--- src/common/chirq_pkg.sv ---
package chirq_pkg;

  // Register offsets on the parallel processor port.
  localparam logic [7:0] CHIRQ_OFS_PEND_LOW = 8'h61;
  localparam logic [7:0] CHIRQ_OFS_PEND_HIGH = 8'hE1;
  localparam logic [7:0] CHIRQ_OFS_PART_ID = 8'h6E;
  localparam logic [7:0] CHIRQ_OFS_REVISION = 8'h6F;
  // Master enable registers sit beside the status registers.
  localparam logic [7:0] CHIRQ_OFS_MEN_LOW = 8'h60;
  localparam logic [7:0] CHIRQ_OFS_MEN_HIGH = 8'hE0;
  // Source status register of a channel sits at offset 2 of its block.
  localparam logic [3:0] CHIRQ_SRC_STAT_LO = 4'h2;
  // Per-channel blocks on the upper address nibble: 0 to 5, then 8 to D.
  localparam logic [3:0] CHIRQ_BLK_LOW_LAST = 4'h5;
  localparam logic [3:0] CHIRQ_BLK_HIGH_FIRST = 4'h8;
  localparam logic [3:0] CHIRQ_BLK_HIGH_LAST = 4'hD;
  localparam logic [3:0] CHIRQ_BLK_GAP = 4'h2;
  localparam logic [3:0] CHIRQ_NO_CHAN = 4'hF;

  // Channel counts and groups.
  localparam int CHIRQ_NCH = 12;
  localparam int CHIRQ_GRP = 6;
  localparam logic [1:0] CHIRQ_RSV_ZERO = 2'h0;
  localparam logic [3:0] CHIRQ_REV_HI_ZERO = 4'h0;
  localparam logic [7:0] CHIRQ_RD_IDLE = 8'h00;
  localparam logic [5:0] CHIRQ_GRP_ZERO = 6'h00;
  localparam logic [11:0] CHIRQ_CH_ZERO = 12'h000;

  // Host access carried into the block.
  typedef struct packed {
    logic rd;
    logic wr;
    logic [7:0] addr;
    logic [7:0] wdata;
  } chirq_host_req_t;

  // Per-channel event inputs.
  typedef struct packed {
    logic [11:0] src_pend;
    logic [11:0] src_event;
  } chirq_evt_t;

endpackage : chirq_pkg

--- src/logic/chirq_top.sv ---
`timescale 1ns/1ps
module chirq_top #(
  parameter logic [7:0] PART_ID = 8'hA5, // Arbitrary value.
  parameter logic [3:0] SILICON_REV = 4'h1 // Arbitrary value.
) (
  // Clock and reset.
  input wire logic ref_clk,
  input wire logic sys_rst,
  // Processor port.
  input wire chirq_pkg::chirq_host_req_t host_req,
  output logic [7:0] rdata_r,
  output logic rvalid_r,
  // Channel event sources.
  input wire chirq_pkg::chirq_evt_t evt,
  // Interrupt output to the host.
  output logic host_irq
);
  import chirq_pkg::*;

  logic [11:0] pend_r;
  logic [11:0] pend_nxt;
  logic [11:0] src_rd;
  logic [11:0] menable;
  logic men_wr_low;
  logic men_wr_high;
  logic [7:0] rdata_nxt;

  // Channel index owning a per-channel block address, or the no-channel code.
  // The two groups of blocks are split by a gap of two blocks that own no channel.
  function automatic logic [3:0] chan_of(input logic [7:0] a);
    logic [3:0] blk;
    blk = a[7:4];
    if (blk <= CHIRQ_BLK_LOW_LAST) begin
      chan_of = blk;
    end else if (blk >= CHIRQ_BLK_HIGH_FIRST && blk <= CHIRQ_BLK_HIGH_LAST) begin
      chan_of = blk - CHIRQ_BLK_GAP;
    end else begin
      chan_of = CHIRQ_NO_CHAN;
    end
  endfunction : chan_of

  // Reads of each channel's source status register clear its pending flag.
  always_comb begin
    src_rd = CHIRQ_CH_ZERO;
    for (int i = 0; i < CHIRQ_NCH; i++) begin
      if (host_req.rd && host_req.addr[3:0] == CHIRQ_SRC_STAT_LO
          && chan_of(host_req.addr) == 4'(i)) begin
        src_rd[i] = 1'b1;
      end
    end
  end

  // New events of enabled channels set the flag; a set in the clearing cycle wins.
  always_comb begin
    pend_nxt = (pend_r & ~src_rd) | (evt.src_event & menable);
  end

  // Pending flag storage.
  always_ff @(posedge ref_clk) begin
    if (sys_rst) begin
      pend_r <= CHIRQ_CH_ZERO;
    end else begin
      pend_r <= pend_nxt;
    end
  end

  // Master enable writes.
  assign men_wr_low = host_req.wr && host_req.addr == CHIRQ_OFS_MEN_LOW;
  assign men_wr_high = host_req.wr && host_req.addr == CHIRQ_OFS_MEN_HIGH;

  chirq_menable u_men (
    .ref_clk(ref_clk),
    .sys_rst(sys_rst),
    .wr_low(men_wr_low),
    .wr_high(men_wr_high),
    .wdata(host_req.wdata[5:0]),
    .enable_r(menable)
  );

  // Interrupt output is held pending flags of enabled channels.
  assign host_irq = |(pend_r & menable);

  // Read decode; writes to read-only registers fall through unused.
  always_comb begin
    if (host_req.addr == CHIRQ_OFS_PEND_LOW) begin
      rdata_nxt = {CHIRQ_RSV_ZERO, pend_r[5:0]};
    end else if (host_req.addr == CHIRQ_OFS_PEND_HIGH) begin
      rdata_nxt = {CHIRQ_RSV_ZERO, pend_r[11:6]};
    end else if (host_req.addr == CHIRQ_OFS_PART_ID) begin
      rdata_nxt = PART_ID;
    end else if (host_req.addr == CHIRQ_OFS_REVISION) begin
      rdata_nxt = {CHIRQ_REV_HI_ZERO, SILICON_REV};
    end else if (host_req.addr == CHIRQ_OFS_MEN_LOW) begin
      rdata_nxt = {CHIRQ_RSV_ZERO, menable[5:0]};
    end else if (host_req.addr == CHIRQ_OFS_MEN_HIGH) begin
      rdata_nxt = {CHIRQ_RSV_ZERO, menable[11:6]};
    end else begin
      rdata_nxt = CHIRQ_RD_IDLE;
    end
  end

  // Read data register, one cycle after the strobe.
  always_ff @(posedge ref_clk) begin
    if (sys_rst) begin
      rdata_r <= CHIRQ_RD_IDLE;
      rvalid_r <= 1'b0;
    end else begin
      rvalid_r <= host_req.rd;
      if (host_req.rd) begin
        rdata_r <= rdata_nxt;
      end
    end
  end
endmodule : chirq_top

--- src/logic/chirq_menable.sv ---
`timescale 1ns/1ps
module chirq_menable (
  // Clock and reset.
  input wire logic ref_clk,
  input wire logic sys_rst,
  // Host write port.
  input wire logic wr_low,
  input wire logic wr_high,
  input wire logic [5:0] wdata,
  // Enable bits out.
  output logic [11:0] enable_r
);
  import chirq_pkg::*;

  // Master enables are written per group of six channels and clear at reset.
  always_ff @(posedge ref_clk) begin
    if (sys_rst) begin
      enable_r <= CHIRQ_CH_ZERO;
    end else begin
      if (wr_low) begin
        enable_r[5:0] <= wdata;
      end
      if (wr_high) begin
        enable_r[11:6] <= wdata;
      end
    end
  end

endmodule : chirq_menable

--- config.mk ---
export PLATFORM = sky130hd
export DESIGN_NAME = chirq_top
export DESIGN_NICKNAME = d
export VERILOG_FILES = /design/src/common/chirq_pkg.sv /design/src/logic/chirq_top.sv /design/src/logic/chirq_menable.sv
export SDC_FILE = /design/constraint.sdc
export NUM_CORES = 1
export LEC_CHECK = 0
export ABC_CLOCK_PERIOD_IN_PS = 2550
export BUFFER_PORTS_ARGS = -buffer_cell sky130_fd_sc_hd__buf_4
export CAP_MARGIN = 20
export CORE_UTILIZATION = 45
export DETAILED_ROUTE_END_ITERATION = 16
export GPL_TIMING_DRIVEN = 0
export PLACE_DENSITY = 0.72
export SKIP_LAST_GASP = 1
export SLEW_MARGIN = 20
export SYNTH_ARGS = -nofsm -noshare
export SYNTH_HDL_FRONTEND = slang
export SYNTH_SLANG_ARGS = --single-unit
--- constraint.sdc ---
create_clock -name ref_clk -period 2.55 [get_ports ref_clk]
set_clock_uncertainty 0.15 [all_clocks]
set_input_delay 0.51 -clock ref_clk [delete_from_list [all_inputs] [get_ports ref_clk]]
set_output_delay 0.51 -clock ref_clk [all_outputs]
set_load 0.05 [all_outputs]
==> flow_summary.toml, run 1 <==
[yosys]
ys_seq_elements = 32
synth-xor-area-share_pct = 0.518
synth_mux_area_share_pct = 12.5
synth_cell_type_count = 39
synth-simple-area-share_pct = 22.7
postSynthAreaPerCell_um2 = 8.94
synthAdderAreaFrac_pct = 0.740
synth-seq-area-share_pct = 37.9
yosysWarningCount = 0
syn_inst = 189
syn_nets = 234
synth_compound_area_share_pct = 20.1
synth_top_family_by_area = "simple AND/OR/NAND/NOR gates"
syn_area_mm2 = 0.00169

[clocking]
htree_levels = 2
cts_setup_buffers = 0
clk_path_buf_depth = 2
postCtsHoldBufs = 0
path_clk_slew_ns = 0.06
cts-resized-gates = 0
cts-root-buf = "clkbuf_8"
cts_sinks = 32
numCtsBuffers = 5
insertion_delay_ns = 0.28
cts_tree = "yes"

[placement]
dpl_worst_slack_ns = 0.360
gp_congestion = 0.912
hpwl_um = 3180
io_buffers = 37

[timing]
relSlewSlack_pct = 62.2
finalSetupTns_ns = 0
drv_slew = 0
period_share_pct = 81.8
setup_ws_ns = 0.464
tightest_slew_ns = 0.567
final.min_clock_period_ns = 2.09
hold_viol = 0
setup_violations = 0
rsz0062_at_grt = "no"
max_freq_mhz = 479

[power]
p_per_area_mw_per_mm2 = 475
seq_power_share_pct = 50.5
leakage_nw = 0.989
internal_power_w = 0.000753
power_frac_comb_pct = 14.3
power_switching_w = 0.000246
swShare_pct = 24.6
clkPwrFrac_pct = 35.2
vdd_drop_max_mv = 0.390

[global_route]
grt_pass1_vias = 1467
grt_max_degree = 11
grt-ovfl-total = 0
grt_use_total_pct = 22.2
antenna_found_initial = 0
grt_pass1_wl_um = 6810

[worst_setup_path]
timing.rr.end = "rdata_r[0]"
rrSetupSlack_ns = 1.18
end_kind = "output port"
critPathRequiredTime_ns = 1.89
critical_path_arrival_ns = 1.43
r2r_start = "u_men.enable_r[0]"
r2r_cells = 4
startpoint_type = "flip-flop"
critPathKind = "flip-flop to output port"
crit_fanout = 4

[worst_hold_path]
hp-class = "input port to flip-flop"
holdPathStages = 2
hold-path-endpoint = "rvalid_r"
hold_path.startpoint = "sys_rst"

[route]
viasPerCell = 5.67
dr.pass1.iters = 4
dr.first_iter.drc_count = 91
drc_errors = 0
drtAntennaViolNets = 0
routed_wl_um = 4200
vias = 1581
wl_per_cell_um = 15.1

[job]
maxCapViolations = 0

[die]
pin_count = 54
fp.dieW_um = 63.3
start_util_pct = 48.7
rows = 21
fp.coreArea_mm2 = 0.00347
die_area_mm2 = 0.00401
die_y_um = 63.3

[cells_and_area]
final_cell_mix = "buf_4, dfxtp_1, mux2i_1, nor2_1, nand2_1"
area_delta_synth_final_pct = 24.4
layout_commonest_cell = "buf_4"
nFillCells = 337
antenna_cells = 0
nNetsFinal = 278
drive_gt1_share_pct = 24.5

[outcome]
status = "finished, final reports clean"
## state kept, by name, indices dropped and copies added (netlist names)
name,cells
rdata_r,7
pend_r,12
rvalid_r,1
u_men.enable_r,12
## area by class of cell
cell class	instances	area, um^2	share of cell area, %
multi-input cells	143	961	45.7
flip-flops and latches	32	641	30.5
repair buffers	37	278	13.2
plain buffers	11	77.6	3.69
clock buffers	6	72.6	3.45
well taps	46	57.6	2.74
inverters	3	11.3	0.535
clock inverters	1	5.00	0.238
## cells by family (layout without fill, tap and decap cells)
family	count (synthesis)	after routing
AO/OA/AOI/OAI	50	50
buffers and inverters	14	58
XOR/XNOR	1	1
AND/OR/NAND/NOR	69	69
other	1	1
multiplexers	21	21
adder cells (fa/ha/maj)	1	1
flip-flops	32	32
## power by group through the flow
stage | sequential, W | combinational [W] | clock [W]
after floorplan | 0.000525 | 0.0000695 | 0
after global placement | 0.000516 | 0.000140 | 0
after detailed placement | 0.000516 | 0.000141 | 0
after CTS | 0.000505 | 0.000141 | 0.000359
after global routing | 0.000505 | 0.000154 | 0.000382
final | 0.000505 | 0.000143 | 0.000351
## worst max-delay path by stage
stage	startpoint	endpoint	slack, ns	cells past startpoint
after global routing	u_men.enable_r[5]	host_irq	0.37	4
after detailed placement	host_req[13]	pend_r[7]	0.36	7
final	u_men.enable_r[2]	host_irq	0.46	4
after global placement	host_req[13]	pend_r[7]	0.36	7
after floorplan	host_req[13]	pend_r[7]	0.58	7
after CTS	u_men.enable_r[2]	host_irq	0.46	4
## worst max-delay path, stage by stage, from the launching register on
cell and delay (ns):
dfxtp_1 0.34, a22o_1 0.21, a221oi_1 0.26, nand3_1 0.12, buf_4 0.21
## cells in the mapped netlist, drive strengths merged
cell type | number | share of area [%]
a211o | 2 | 1.0
a21oi | 14 | 4.1
a221oi | 3 | 1.6
a22o | 6 | 3.1
a22oi | 1 | 0.44
a311o | 1 | 0.59
a31oi | 4 | 1.5
a32o | 3 | 1.8
and2b | 1 | 0.44
and3 | 5 | 1.9
and3b | 4 | 2.1
buf | 8 | 3.9
clkbuf | 3 | 0.67
conb | 1 | 0.22
dfxtp | 32 | 38
ha | 1 | 0.74
inv | 3 | 0.67
mux2 | 1 | 0.67
mux2i | 20 | 12
nand2 | 17 | 3.8
nand3 | 2 | 0.59
nand3b | 1 | 0.44
nand4 | 3 | 1.9
nand4b | 1 | 0.52
nor2 | 20 | 4.4
nor2b | 6 | 2.2
nor3 | 5 | 2.1
nor3b | 2 | 0.89
nor4 | 2 | 1.5
o2111ai | 2 | 1.0
o21ai | 10 | 3.0
o311ai | 3 | 1.6
o31ai | 1 | 0.44
xor2 | 1 | 0.52
## through the flow
step	hold slack (ns)	std cells	util (%)	power, W	instance area (um^2)
4_1_cts	0.251	279	60.6	0.00100	2100
3_5_place_dp	0.287	272	58.4	0.000657	2030
6_report	0.249	279	60.6	0.000999	2100
2_1_floorplan	0.303	189	-	0.000595	1690
3_3_place_gp	0.278	272	58.4	0.000656	2030
5_1_grt	0.263	279	60.6	0.00104	2100
## routing by layer
metal | vias to the layer above | GRT usage, % | share of wire (%)
met5 | - | 0 | 0
met4 | 0 | 9.38 | 2.7
met3 | 17 | 6.34 | 7.9
met2 | 70 | 34.7 | 44
met1 | 702 | 28.4 | 45
li1 | 792 | - | -
(Power assumes the default switching activity.)
==> run 2: changes to the inputs <==
--- a/config.mk
+++ b/config.mk
@@ -5,13 +5,14 @@
 export SDC_FILE = /design/constraint.sdc
 export NUM_CORES = 1
 export LEC_CHECK = 0
-export ABC_CLOCK_PERIOD_IN_PS = 2550
+export ABC_AREA = 1
+export ABC_CLOCK_PERIOD_IN_PS = 1850
 export BUFFER_PORTS_ARGS = -buffer_cell sky130_fd_sc_hd__buf_4
 export CAP_MARGIN = 20
 export CORE_UTILIZATION = 45
 export DETAILED_ROUTE_END_ITERATION = 16
 export GPL_TIMING_DRIVEN = 0
-export PLACE_DENSITY = 0.72
+export PLACE_DENSITY = 0.75
 export SKIP_LAST_GASP = 1
 export SLEW_MARGIN = 20
 export SYNTH_ARGS = -nofsm -noshare
==> constraint.sdc (replaced) <==
create_clock -name ref_clk -period 1.85 [get_ports ref_clk]
set_clock_uncertainty 0.15 [all_clocks]
set_input_delay 0.37 -clock ref_clk [delete_from_list [all_inputs] [get_ports ref_clk]]
set_output_delay 0.37 -clock ref_clk [all_outputs]
set_load 0.05 [all_outputs]
==> flow_summary.toml, run 2 <==
[die]
rows = 21
start_util_pct = 47.7
pin_count = 54
die_y_um = 61.9
fp.dieW_um = 61.9
die_area_mm2 = 0.00383
fp.coreArea_mm2 = 0.00339

[clocking]
insertion_delay_ns = 0.32
clk_path_buf_depth = 2
numCtsBuffers = 5
cts_tree = "yes"
path_clk_slew_ns = 0.10
cts_sinks = 32
cts-root-buf = "clkbuf_4"
htree_levels = 2
postCtsHoldBufs = 0

[route]
dr.pass1.iters = 4
wl_per_cell_um = 12.5
viasPerCell = 5.09
routed_wl_um = 4030
vias = 1645
drtAntennaViolNets = 0
dr.first_iter.drc_count = 84
drc_errors = 0

[global_route]
grt_use_total_pct = 23.4
grt_pass1_wl_um = 6240
antenna_found_initial = 0
grt_max_degree = 11
grt-ovfl-total = 0
grt_pass1_vias = 1412

[yosys]
postSynthAreaPerCell_um2 = 7.02
synth_cell_type_count = 25
synthTopCellsByArea = "dfxtp_1, a21oi_1, nand2_1"
synth.top_cell.area_share_pct = 39.7
syn_area_mm2 = 0.00162
ys_seq_elements = 32
yosysWarningCount = 0
synth-async-reset-ratio_pct = 0
synth_commonest_cells = "nand2_1, dfxtp_1, a21oi_1"
yosys.area.top_type = "dfxtp_1"
syn_nets = 275
synth.most_common_cell = "nand2_1"
synthFlopType = "dfxtp_1"
syn_inst = 230
synth-seq-area-share_pct = 39.7
synth_edf_count = 0

[timing]
rsz0062_at_grt = "yes"
finalSetupTns_ns = -0.0870
period_share_pct = 105
max_freq_mhz = 516
drv_slew = 0
setup_ws_ns = -0.0870
setup_violations = 1
final.min_clock_period_ns = 1.94
hold_viol = 0

[cells_and_area]
area_delta_synth_final_pct = 26.6
layout_commonest_cell = "nand2_1"
reg_top3 = "pend_r (12), u_men.enable_r (12), rdata_r (7)"
antenna_cells = 0
nFillCells = 347
nNetsFinal = 321
drive_gt1_share_pct = 24.2
final_cell_mix = "nand2_1, buf_4, a21oi_1"

[job]
maxCapViolations = 0

[worst_setup_path]
critPathRequiredTime_ns = 1.33
r2r_start = "u_men.enable_r[5]"
startpoint = "u_men.enable_r[0]"
critPathKind = "flip-flop to output port"
end_kind = "output port"
critical_path_arrival_ns = 1.42
crit_fanout = 2
startpoint_type = "flip-flop"

[worst_hold_path]
hold_path.startpoint = "evt[0]"
hp-class = "input port to flip-flop"

[outcome]
status = "finished, violations left"
violations = "negative setup slack"

[power]
vdd_drop_max_mv = 0.428
p_per_area_mw_per_mm2 = 615
leakage_nw = 0.863

[placement]
dpl_worst_slack_ns = 0.0334
gp_congestion = 0.937
hpwl_um = 3220
io_buffers = 37
-- run 2: cell count changes after synthesis, sizes merged, moves of 16 or more --
cell   before  now
o21ai      10   35
inv         3   31
nand2      17   45
nand3       2   18
a21oi      14   31
mux2i      20    0
-- run 2: metal layers --
metal	up-vias	share of wire (%)	global-route usage, %
li1	862	-	-
met1	717	46	31.0
met2	56	45	36.4
met3	10	6.6	5.59
met4	0	2.5	10.5
met5	-	0	0
-- run 2: kinds of logic (layout without fill, tap and decap cells) --
family / count (synthesis) / after routing / synth area share (%)
simple gates: 80 / 80 / 23.9
compound gates: 77 / 77 / 25.6
buf+inv: 38 / 85 / 9.29
flops: 32 / 32 / 39.7
fa+ha+maj: 1 / 1 / 0.774
other cells: 1 / 1 / 0.232
xor+xnor: 1 / 1 / 0.542
-- run 2: area by class of cell --
| cell class | count | area [um^2] | share of cell area, % |
|---|---|---|---|
| Timing Repair Buffer | 39 | 297 | 14.5 |
| Multi-Input combinational cell | 160 | 837 | 40.9 |
| Buffer | 7 | 33.8 | 1.65 |
| Inverter | 31 | 116 | 5.69 |
| Clock buffer | 8 | 58.8 | 2.88 |
| Tap cell | 46 | 57.6 | 2.82 |
| Sequential cell | 32 | 644 | 31.5 |
-- run 2: final timing paths --
| kind | endpoint | slack, ns | depth (start not counted) |
|---|---|---|---|
| worst min-delay path | pend_r[0] | 0.14 | 3 |
| worst min register to register | rdata_r[1] | 0.32 | 2 |
| worst max-delay path | host_irq | -0.09 | 4 |
| worst max register to register | rdata_r[5] | 0.68 | 6 |
-- run 2: per-stage QoR --
step / util [%] / hold slack, ns / instances / cell area [um^2] / power (W)
after detailed placement: 57.5 / 0.306 / 313 / 1950 / 0.000867
after global placement: 57.5 / 0.303 / 313 / 1950 / 0.000866
after CTS: 60.1 / 0.132 / 323 / 2040 / 0.00127
after floorplan: - / 0.286 / 230 / 1620 / 0.000791
final: 60.3 / 0.139 / 323 / 2040 / 0.00126
after global routing: 60.3 / 0.140 / 323 / 2040 / 0.00132
-- run 2: critical path, cell delays in order (launching register included) --
cell and delay, ns:
dfxtp_2 0.33, a22o_1 0.23, a221oi_2 0.21, nand3_1 0.15, buf_6 0.18
-- run 2: power breakdown --
group	leakage (nW)	switching (W)	internal [W]	total (W)
logic	0.571	0.0000924	0.0000650	0.000157
registers	0.260	0.00000172	0.000692	0.000693
clock network	0.0326	0.000219	0.000187	0.000407
-- run 2: repair_timing --
item                       in CTS  in global routing
gates cloned                    0                  0
gates resized for setup         4                  3
buffers inserted                2                  0
pin swaps                       2                  1
setup endpoints to repair       1                  1
